[src/logic/mss_pkg.sv]
package mss_pkg;

	// ----------------------------------------
	// Clock rates
	// ----------------------------------------
	localparam int MSS_MCLK_HZ        = 40000000;
	localparam int MSS_SCLK_HALF_CYC  = 14;

	// ----------------------------------------
	// Link timing in printed units
	// ----------------------------------------
	localparam int MSS_RD_ADDR_DATA_GAP_US = 35;
	localparam int MSS_WR_WR_GAP_US        = 45;
	localparam int MSS_WRITE_TO_READ_GAP_US = 45;
	localparam int MSS_READ_TO_CMD_GAP_US  = 20;
	localparam int MSS_WR_CS_HOLD_US       = 35;
	localparam int MSS_BURST_EXIT_NS       = 500;
	localparam int MSS_RESET_TO_MOTION_MS  = 50;
	localparam int MSS_SHUTDOWN_SETTLE_US  = 500;
	localparam int MSS_HW_RESET_PULSE_US   = 10;

	// ----------------------------------------
	// Cycle counts, least times rounded up
	// ----------------------------------------
	localparam int MSS_CYC_PER_US = MSS_MCLK_HZ / 1000000;
	localparam int MSS_READ_ADDR_DATA_GAP = MSS_RD_ADDR_DATA_GAP_US * MSS_CYC_PER_US;
	localparam int MSS_WRITE_WRITE_GAP    = MSS_WR_WR_GAP_US * MSS_CYC_PER_US;
	localparam int MSS_WRITE_TO_READ_GAP  = MSS_WRITE_TO_READ_GAP_US * MSS_CYC_PER_US;
	localparam int MSS_READ_TO_WRITE_GAP  = MSS_READ_TO_CMD_GAP_US * MSS_CYC_PER_US;
	localparam int MSS_READ_TO_READ_GAP   = MSS_READ_TO_CMD_GAP_US * MSS_CYC_PER_US;
	localparam int MSS_WR_CS_HOLD         = MSS_WR_CS_HOLD_US * MSS_CYC_PER_US;
	localparam int MSS_BURST_EXIT         = (MSS_BURST_EXIT_NS * MSS_CYC_PER_US + 999) / 1000;
	localparam int MSS_HW_RESET_PULSE     = MSS_HW_RESET_PULSE_US * MSS_CYC_PER_US;
	// Device settle counts engine clocks, sized for a 1 MHz clock; time is exact at 1 MHz and shorter at any faster clock
	localparam int MSS_LINK_MIN_HZ        = 1000000;
	localparam int MSS_SHUTDOWN_SETTLE    = MSS_SHUTDOWN_SETTLE_US * (MSS_LINK_MIN_HZ / 1000000);
	localparam int MSS_RESET_TO_MOTION_HOST = MSS_RESET_TO_MOTION_MS * 1000 * MSS_CYC_PER_US;

	// ----------------------------------------
	// Command format
	// ----------------------------------------
	localparam int         MSS_BYTE_W     = 8;
	localparam int         MSS_WRITE_BIT  = 7;
	localparam logic [6:0] MSS_ADDR_SHUTDOWN = 7'h3B;
	localparam logic [6:0] MSS_ADDR_PWR_RESET = 7'h3A;
	localparam logic [6:0] MSS_ADDR_MOTION_BURST = 7'h16;

	typedef enum logic [1:0]
	{
		MSS_LAST_NONE,
		MSS_LAST_WRITE,
		MSS_LAST_READ,
		MSS_LAST_BURST
	} mss_last_t;

endpackage

[src/logic/mss_link_if.sv]
`timescale 1ns/1ps
interface mss_link_if;

	// ----------------------------------------
	// Serial link signals
	// ----------------------------------------
	logic sclk;
	logic cs_n;
	logic mosi;
	logic miso;
	logic miso_oe;
	logic hw_reset_n;

	modport host
	(
		output sclk,
		output cs_n,
		output mosi,
		output hw_reset_n,
		input  miso,
		input  miso_oe
	);

	modport sensor
	(
		input  sclk,
		input  cs_n,
		input  mosi,
		input  hw_reset_n,
		output miso,
		output miso_oe
	);

endinterface

[src/logic/mss_host.sv]
`timescale 1ns/1ps
module mss_host
	import mss_pkg::*;
(
	// Clock and reset
	input  wire logic        mclk_in,
	input  wire logic        rst_n_in,
	// Link
	mss_link_if.host         link,
	// Command request
	input  wire logic        req_in,
	input  wire logic        req_write_in,
	input  wire logic [6:0]  req_addr_in,
	input  wire logic [7:0]  req_data_in,
	input  wire logic        req_reset_in,
	// Answer
	output logic             busy_out,
	output logic             done_out,
	output logic [7:0]       rd_data_out,
	output logic             need_reset_out
);

	typedef enum logic [2:0] {H_IDLE, H_RST, H_ADDR, H_GAP, H_DATA, H_HOLD} mss_hst_t;

	// ----------------------------------------
	// Registers
	// ----------------------------------------
	mss_hst_t    st_q;
	mss_last_t   last_q;
	logic [22:0] cnt_q;
	logic [22:0] gap_q;
	logic [4:0]  div_q;
	logic [3:0]  bit_q;
	logic [7:0]  sh_q;
	logic [7:0]  rx_q;
	logic        wr_q;
	logic [6:0]  a_q;
	logic [7:0]  d_q;
	logic        sclk_q;
	logic        cs_n_q;
	logic        rst_q;
	logic        nrst_q;
	logic [1:0]  miso_s_q;
	wire  logic  half  = (div_q == 5'(MSS_SCLK_HALF_CYC - 1));
	wire  logic  gap_ok = (cnt_q >= gap_q);
	wire  logic  burst = (a_q == MSS_ADDR_MOTION_BURST);
	// Gap before the next command, measured from the previous end
	wire  logic [22:0] gap_w =
		(last_q == MSS_LAST_WRITE) ? 23'(MSS_WRITE_WRITE_GAP) :
		(last_q == MSS_LAST_READ)  ? 23'(MSS_READ_TO_READ_GAP) :
		(last_q == MSS_LAST_BURST) ? 23'(MSS_BURST_EXIT) : 23'h000000;

	always_ff @(posedge mclk_in or negedge rst_n_in)
	begin
		if (!rst_n_in)
		begin
			st_q <= H_IDLE; last_q <= MSS_LAST_NONE; cnt_q <= 23'h0; gap_q <= 23'h0;
			div_q <= 5'h0; bit_q <= 4'h0; sh_q <= 8'h00; rx_q <= 8'h00; wr_q <= 1'b0;
			a_q <= 7'h00; d_q <= 8'h00; sclk_q <= 1'b1; cs_n_q <= 1'b1; rst_q <= 1'b0;
			nrst_q <= 1'b1; miso_s_q <= 2'h0; busy_out <= 1'b0; done_out <= 1'b0;
			rd_data_out <= 8'h00;
		end
		else
		begin
			miso_s_q <= {miso_s_q[0], link.miso};
			done_out <= 1'b0;
			if (cnt_q != 23'h7FFFFF)
				cnt_q <= cnt_q + 23'h1;
			unique case (st_q)
				H_IDLE:
				begin
					busy_out <= 1'b0;
					gap_q    <= gap_w;
					if (req_reset_in)
					begin
						st_q <= H_RST; nrst_q <= 1'b0; cnt_q <= 23'h0; busy_out <= 1'b1;
					end
					else if (req_in && gap_ok)
					begin
						st_q <= H_ADDR; cs_n_q <= 1'b0; busy_out <= 1'b1; div_q <= 5'h0;
						bit_q <= 4'h0; wr_q <= req_write_in; a_q <= req_addr_in;
						d_q <= req_data_in; sh_q <= {req_write_in, req_addr_in};
					end
				end
				H_RST:
				begin
					if (cnt_q == 23'(MSS_HW_RESET_PULSE))
						nrst_q <= 1'b1;
					// Release back to idle one pulse width after the sensor leaves reset;
					// motion validity is the sensor's own business from here
					if (cnt_q == 23'(2 * MSS_HW_RESET_PULSE))
					begin
						st_q <= H_IDLE; rst_q <= 1'b0; last_q <= MSS_LAST_NONE; done_out <= 1'b1;
					end
				end
				H_ADDR, H_DATA:
				begin
					div_q <= half ? 5'h0 : div_q + 5'h1;
					if (half)
					begin
						sclk_q <= ~sclk_q;
						if (!sclk_q)
						begin
							// Rising edge: sensor samples, host samples
							rx_q  <= {rx_q[6:0], miso_s_q[1]};
							bit_q <= bit_q + 4'h1;
							if (bit_q == 4'h7)
							begin
								cnt_q <= 23'h0;
								st_q <= (st_q == H_ADDR) ? H_GAP : H_HOLD;
								gap_q <= (st_q == H_DATA) ? 23'(MSS_WR_CS_HOLD) :
									wr_q ? 23'h0 : 23'(MSS_READ_ADDR_DATA_GAP);
							end
						end
						else if (bit_q != 4'h0 || st_q == H_DATA)
							sh_q <= (bit_q == 4'h0) ? d_q : {sh_q[6:0], 1'b0};
					end
				end
				H_GAP:
				begin
					if (gap_ok)
					begin
						st_q <= H_DATA; bit_q <= 4'h0; div_q <= 5'h0;
					end
				end
				H_HOLD:
				begin
					if (gap_ok || !wr_q)
					begin
						st_q <= H_IDLE; cs_n_q <= 1'b1; cnt_q <= 23'h0; done_out <= 1'b1;
						rd_data_out <= rx_q;
						last_q <= wr_q ? MSS_LAST_WRITE : (burst ? MSS_LAST_BURST : MSS_LAST_READ);
						if (wr_q && a_q == MSS_ADDR_SHUTDOWN)
							rst_q <= 1'b1;
					end
				end
				default: st_q <= H_IDLE;
			endcase
		end
	end

	assign link.sclk       = sclk_q;
	assign link.cs_n       = cs_n_q;
	assign link.mosi       = sh_q[7];
	assign link.hw_reset_n = nrst_q;
	assign need_reset_out  = rst_q;

endmodule

[src/flat_wrapper.sv]
// flat-port wrapper written by rule: the top's interface ports become plain ports
module mss_host_flat import mss_pkg::*;
  (mclk_in, rst_n_in, req_in, req_write_in, req_addr_in, req_data_in, req_reset_in, busy_out, done_out, rd_data_out, need_reset_out, link_sclk, link_cs_n, link_mosi, link_hw_reset_n, link_miso, link_miso_oe);
  mss_link_if link_i ();
  input  wire logic mclk_in;
  input  wire logic rst_n_in;
  input  wire logic req_in;
  input  wire logic req_write_in;
  input  wire logic [6:0] req_addr_in;
  input  wire logic [7:0] req_data_in;
  input  wire logic req_reset_in;
  output logic busy_out;
  output logic done_out;
  output logic [7:0] rd_data_out;
  output logic need_reset_out;
  output wire logic [$bits(link_i.sclk)-1:0] link_sclk;
  output wire logic [$bits(link_i.cs_n)-1:0] link_cs_n;
  output wire logic [$bits(link_i.mosi)-1:0] link_mosi;
  output wire logic [$bits(link_i.hw_reset_n)-1:0] link_hw_reset_n;
  input wire logic [$bits(link_i.miso)-1:0] link_miso;
  input wire logic [$bits(link_i.miso_oe)-1:0] link_miso_oe;
  assign link_sclk = link_i.sclk;
  assign link_cs_n = link_i.cs_n;
  assign link_mosi = link_i.mosi;
  assign link_hw_reset_n = link_i.hw_reset_n;
  assign link_i.miso = link_miso;
  assign link_i.miso_oe = link_miso_oe;
  mss_host u_core (.mclk_in(mclk_in), .rst_n_in(rst_n_in), .link(link_i), .req_in(req_in), .req_write_in(req_write_in), .req_addr_in(req_addr_in), .req_data_in(req_data_in), .req_reset_in(req_reset_in), .busy_out(busy_out), .done_out(done_out), .rd_data_out(rd_data_out), .need_reset_out(need_reset_out));
endmodule
[config.mk]
export PLATFORM = sky130hd
export DESIGN_NAME = mss_host_flat
export DESIGN_NICKNAME = d
export VERILOG_FILES = /design/src/logic/mss_pkg.sv /design/src/logic/mss_link_if.sv /design/src/logic/mss_host.sv /design/src/flat_wrapper.sv
export SDC_FILE = /design/constraint.sdc
export NUM_CORES = 1
export LEC_CHECK = 0
export BUFFER_PORTS_ARGS = -buffer_cell sky130_fd_sc_hd__buf_2
export CAP_MARGIN = 10
export CORE_MARGIN = 3
export CORE_UTILIZATION = 41
export CTS_CLUSTER_SIZE = 16
export DETAILED_ROUTE_END_ITERATION = 7
export PLACE_DENSITY = 0.63
export SYNTH_ARGS = -nofsm -noshare
export SYNTH_HDL_FRONTEND = slang
export SYNTH_SLANG_ARGS = --single-unit
[constraint.sdc]
create_clock -name mclk_in -period 3.6 [get_ports mclk_in]
set_clock_uncertainty 0.1 [all_clocks]
set_input_delay 0.18 -clock mclk_in [delete_from_list [all_inputs] [get_ports mclk_in]]
set_output_delay 0.18 -clock mclk_in [all_outputs]
set_load 0.02 [all_outputs]
=== Word-level counts from Yosys, hierarchy flattened ===
Index checks and enable logic that the tools add are counted.

* Flip-flop bits (word level): 108
* Input port bits: 22
* Output and inout port bits: 15
* Logic and storage cells: 146

* Add/sub/neg operators: 3
* $lt $le $gt $ge: 1
* Equality and inequality tests: 29
* Multiplexer cells: 65
* Bitwise operators: 2
* Reduce and logical (&&, ||, !) cells: 27

{| class="wikitable"
|+ Operators with widths
! cell !! count
|-
| two-way mux 23 bit || 12
|-
| one-hot mux 23 bit (3 select lines) || 1
|-
| two-way mux 8 bit || 6
|-
| one-hot mux 23 bit (2 select lines) || 1
|-
| two-way mux 3 bit || 9
|-
| two-way mux 5 bit || 5
|-
| adder 23 x 1 -> 23 bit, second input constant || 1
|-
| equality test 23 x 10 -> 1 bit, second input constant || 1
|-
| equality test 23 x 9 -> 1 bit, second input constant || 1
|-
| >= comparator 23 bit || 1
|-
| inequality test 23 bit, second input constant || 1
|-
| two-way mux 4 bit || 5
|-
| inequality test 2 x 1 -> 1 bit, second input constant || 10
|-
| one-hot mux 8 bit (2 select lines) || 1
|-
| AND reduction 4 bit || 4
|-
| one-hot mux 3 bit (5 select lines) || 1
|-
| one-hot mux 5 bit (3 select lines) || 1
|-
| two-way mux 1 bit || 13
|-
| one-hot mux 4 bit (3 select lines) || 1
|-
| AND reduction 3 bit || 4
|-
| AND reduction 6 bit || 2
|-
| two-way mux 11 bit || 1
|-
| one-hot mux 1 bit (2 select lines) || 4
|-
| nonzero test 2 bit || 4
|-
| other kinds (26) || 37
|}

=== Logic depth before layout (Yosys ltp) ===
* Depth after elaboration: 6
* Mapped depth: 10
* Gate-level depth less buffers: 9

=== Least setup slack after synthesis ===
No wires, ideal clock.

* Path kind: register to register
* Start: reg u_core.cnt_q[10]
* End: reg u_core.sh_q[0]
* Setup time: 0.125 ns
* Arrival: 2.499 ns
* Data required time: 3.375 ns
* Setup slack: 0.875 ns
* Stages on the path, launching flop included: 10
* Path buffers: 1
* Period minus slack after synthesis: 2.725 ns
* Cells stage by stage: dfrtp_1 ha_1 or4_1 or4_4 nor3_4 inv_2 o31ai_4 a211o_1 buf_6 mux2_4

* Cells in the longest elaborated chain, start to end: 4

{| class="wikitable"
|+ RTL lines
! item !! line !! RTL
|-
| start: declaration || mss_host.sv:30 || <nowiki>logic [22:0] cnt_q;</nowiki>
|-
| start signal: assignment || mss_host.sv:68 || <nowiki>cnt_q <= cnt_q + 23'h1;</nowiki>
|-
| >= comparator 23 bit || mss_host.sv:45 || <nowiki>wire logic gap_ok = (cnt_q >= gap_q);</nowiki>
|-
| logical AND 1 bit || mss_host.sv:78 || <nowiki>else if (req_in && gap_ok)</nowiki>
|-
| inequality test 2 x 1 -> 1 bit (no line) || n/a ||
|-
| AND reduction 6 bit (no line) || n/a ||
|-
| end signal: assignment || mss_host.sv:82 || <nowiki>d_q <= req_data_in; sh_q <= {req_write_in, req_addr_in};</nowiki>
|-
| end signal: assignment || mss_host.sv:116 || <nowiki>sh_q <= (bit_q == 4'h0) ? d_q : {sh_q[6:0], 1'b0};</nowiki>
|-
| end: declaration || mss_host.sv:34 || <nowiki>logic [7:0] sh_q;</nowiki>
|}

No other way between the ends.
A chain may end at the register's enable or synchronous reset.

=== Worst setup path after layout ===
* Start: reg u_core.cnt_q[10]
* End: reg u_core.sh_q[1]

The elaborated chain is that of the path after synthesis.

==> results.yml <==
run_status:
  status: "finished clean"
timing:
  worst_slew_margin_rel_pct: 38.02
  finalCritPeriodShare_pct: 88.35
  fin_crit_ns: 3.181
  finalSetupViolations: 0
  holdWs_ns: 0.03747
  report.final.slew_viol_count: 0
  fmax_ghz: 0.3144
  rsz0062_at_grt: "no"
  finalSetupTns_ns: 0
  max_slew.worst_pin.slew_ns: 0.9298
  finalHoldViolCount: 0
logic_synthesis:
  yosys_warnings: 0
  yosys.area_share.simple_pct: 17.63
  synthArstFlopShare_pct: 100.0
  synth-compound-area-share_pct: 10.27
  synth_top_family_by_area: "simple AND/OR/NAND/NOR gates"
  synthXorXnorAreaFrac_pct: 3.325
  synth_edf_count: 0
  synthesis.area_sq_mm: 0.004741
  syn_inst: 450
  synth_cell_types: 60
  synth-seq-area-share_pct: 48.64
  yosys.area_share.adder_pct: 4.487
  synthMuxAreaShare_pct: 12.03
  synth-seq-cells: 92
  syn-mean-instance-area_sq_um: 10.54
  synth_flop_cell: "dfrtp_1"
  synth_fp_nets: 489
die:
  pin_count: 37
  die-area_sq_mm: 0.01289
  die_h_um: 113.5
  core_sq_mm: 0.01108
  die-width_um: 113.5
  fp-row-count: 38
  start_util_pct: 42.79
finish:
  drive_gt1_share_pct: 22.07
  multi_input_area_sq_mm: 0.002263
  nets: 546
  ff_latch_area_sq_mm: 0.002306
  fillers: 982
  syn2layout_area_growth_pct: 16.65
  antenna_cells: 0
placed_design:
  portBuffers: 35
  gp_congestion: 0.8848
  dp_hpwl_mm: 6.906
critical_path:
  required_ns: 3.73
  cp_num_buf_inv: 1
  path_max_fanout: 8
  path_delay_family: "simple AND/OR/NAND/NOR gates"
  critPathLaunchType: "register"
  reg2reg_to: "u_core.sh_q[1]$_DFFE_PN0P_"
  worst_path_largest_cell_delay_ns: 0.46
  critical_path.cell_chain: "ha_1 > or4_1 > or4_4 > nor3_4 > inv_2 > o31ai_4 > a211o_1 > mux2_4"
  slowest_stage: "a211o_1"
  r2r_setup_slack_ns: 0.42
  worstSetupEndpointType: "register"
  r2r_cells: 8
  rr_startpoint: "u_core.cnt_q[10]$_DFF_PN0_"
  worstSetupPathType: "register to register"
  worst_ep_arrival_time_ns: 3.31
grt:
  grt_pass1_vias: 3461
  grt_pass1_wl_mm: 16.55
  antenna_found_initial: 0
  grt_max_degree: 75
  track_usage_pct: 16.04
  grt-ovfl-total: 0
detailed_routing:
  route.vias.total: 3497
  ant_nets: 0
  vias_per_cell: 5.363
  dr.pass1.iters: 4
  drtIter0Drc: 165
  post_drt_wl_per_cell_um: 14.83
  drcViolationCount: 0
  wl_mm: 9.667
worst_hold_path:
  min_to: "u_core.busy_out$_DFFE_PN0P_"
  min-delay-start: "req_in"
  whs_path_depth: 3
  hold_class: "input pin to register"
clock_tree:
  clkTransAtPathRegs_ns: 0.06
  max-clock-path-buffers: 2
  cts.sinks: 92
  cts.htree.levels: 3
  tritoncts: "yes"
  cts_root_buffer: "clkbuf_16"
  cts_made_buffers: 9
  insertion_delay_ns: 0.35
power:
  irDropWorstVdd_mv: 0.2410
  p_leak_nw: 2.585
  powerDensity_mw_per_mm2: 354.4
run:
  maxCapViolCount: 0
-- repair_timing --
item                                    CTS  global route
hold endpoints to repair                 90             0
hold buffers                             19             0
gates resized for setup                   0             0
setup buffers                             0             0
endpoints found under the setup margin    0             0
-- cell usage in the layout (no fill, tap or decap), types with 4 or more instances in the layout --
| master | Yosys | routed |
|---|---|---|
| mux2_2 | 32 | 32 |
| o22ai_1 | 4 | 4 |
| nor3_1 | 11 | 11 |
| nand2b_1 | 6 | 6 |
| xor2_1 | 11 | 11 |
| mux2i_1 | 9 | 9 |
| a211oi_1 | 5 | 5 |
| o21ai_0 | 18 | 18 |
| inv_1 | 22 | 22 |
| dlygate4sd3_1 | 0 | 19 |
| dfrtp_1 | 89 | 89 |
| or2_2 | 5 | 5 |
| nand4_1 | 12 | 12 |
| nand3_1 | 13 | 13 |
| a21oi_1 | 14 | 14 |
| o2bb2ai_1 | 4 | 4 |
| clkbuf_16 | 0 | 9 |
| buf_2 | 2 | 34 |
| nor2_1 | 49 | 49 |
| mux2_4 | 8 | 8 |
| xnor2_1 | 7 | 7 |
| nand2_1 | 36 | 36 |
| nor4_1 | 9 | 9 |
| ha_1 | 17 | 17 |
| buf_4 | 1 | 9 |
| and3_1 | 5 | 5 |
-- worst reg2reg max path, cell delays in order, from the launching register on --
cell and delay (ns):
dfrtp_1 0.45, ha_1 0.20, or4_1 0.40, or4_4 0.44
nor3_4 0.24, inv_2 0.12, o31ai_4 0.30, a211o_1 0.46
mux2_4 0.35
-- synthesized netlist by cell type, types with 7 or more instances --
| cell type | n | area [sq um] |
|---|---|---|
| mux2i_1 | 9 | 90.09 |
| nand3_1 | 13 | 65.06 |
| mux2_2 | 32 | 360.4 |
| nand2_1 | 36 | 135.1 |
| nand4_1 | 12 | 75.07 |
| mux2_4 | 8 | 120.1 |
| inv_1 | 22 | 82.58 |
| nor2_1 | 49 | 183.9 |
| ha_1 | 17 | 212.7 |
| clkbuf_1 | 10 | 37.54 |
| xnor2_1 | 7 | 61.31 |
| nor4_1 | 9 | 56.30 |
| a21oi_1 | 14 | 70.07 |
| dfrtp_1 | 89 | 2227 |
| o21ai_0 | 18 | 90.09 |
| xor2_1 | 11 | 96.34 |
| nor3_1 | 11 | 55.05 |
-- report_power, final --
part	switching [mW]	leakage, nW	internal (mW)
Sequential	0.00135	1.13	1.04
Clock	0.384	0.129	0.485
Combinational	0.0297	1.33	0.0240
Total	0.415	2.58	1.55
-- per-layer routing --
| layer | wire length [um] | vias up | global-route usage [%] |
|---|---|---|---|
| li1 | - | 1719 | - |
| met1 | 4447 | 1709 | 20.46 |
| met2 | 4723 | 56 | 26.50 |
| met3 | 320 | 13 | 4.085 |
| met4 | 176 | 0 | 5.689 |
| met5 | 0 | - | 0 |
-- worst max path at each step --
| stage | from | end | depth (start not counted) |
|---|---|---|---|
| after floorplan | u_core.cnt_q[10]$_DFF_PN0_ | u_core.sh_q[0]$_DFFE_PN0P_ | 9 |
| after global placement | u_core.cnt_q[10]$_DFF_PN0_ | u_core.sh_q[2]$_DFFE_PN0P_ | 8 |
| after detailed placement | u_core.cnt_q[10]$_DFF_PN0_ | u_core.sh_q[1]$_DFFE_PN0P_ | 8 |
| after CTS | u_core.cnt_q[10]$_DFF_PN0_ | u_core.sh_q[1]$_DFFE_PN0P_ | 8 |
| after global routing | u_core.cnt_q[10]$_DFF_PN0_ | u_core.sh_q[1]$_DFFE_PN0P_ | 8 |
| final | u_core.cnt_q[10]$_DFF_PN0_ | u_core.sh_q[1]$_DFFE_PN0P_ | 8 |
-- through the flow --
stage | util [%] | std cells | power (mW) | cell area (sq um) | setup slack (ns)
2_1_floorplan | - | 450 | 1.060 | 4741 | 0.8754
3_3_place_gp | 45.75 | 617 | 1.096 | 5069 | 0.5107
3_5_place_dp | 45.75 | 617 | 1.097 | 5069 | 0.4361
4_1_cts | 49.92 | 652 | 1.995 | 5530 | 0.4239
5_1_grt | 49.92 | 652 | 2.037 | 5530 | 0.2923
6_report | 49.92 | 652 | 1.960 | 5530 | 0.4194
-- registers in the layout (all words and copies together), names as in the netlist, 2 cells and up --
register and cells:
u_core.cnt_q 23, u_core.d_q 8, u_core.rd_data_out 8, u_core.rx_q 8, u_core.sh_q 8, u_core.a_q 7
u_core.gap_q 7, u_core.div_q 5, u_core.bit_q 4, u_core.st_q 3, u_core.last_q 2, u_core.miso_s_q 2
-- area by class of cell --
type | instances | area share, %
Sequential cell | 92 | 41.70
Multi-Input combinational cell | 319 | 40.93
Timing Repair Buffer | 62 | 7.738
Clock buffer | 12 | 4.457
Tap cell | 140 | 3.167
Inverter | 23 | 1.561
Clock inverter | 4 | 0.4525
-- logic make-up (layout without fill, tap and decap cells) --
logic type                 Yosys count  in the layout
and+or+nand+nor                    166            166
DFF                                 92             92
AOI/OAI and AO/OA                   69             69
muxes                               49             49
buffers and inverters               39            101
xor gates and xnor gates            18             18
adders and majority gates           17             17
(Power assumes the default switching activity.)
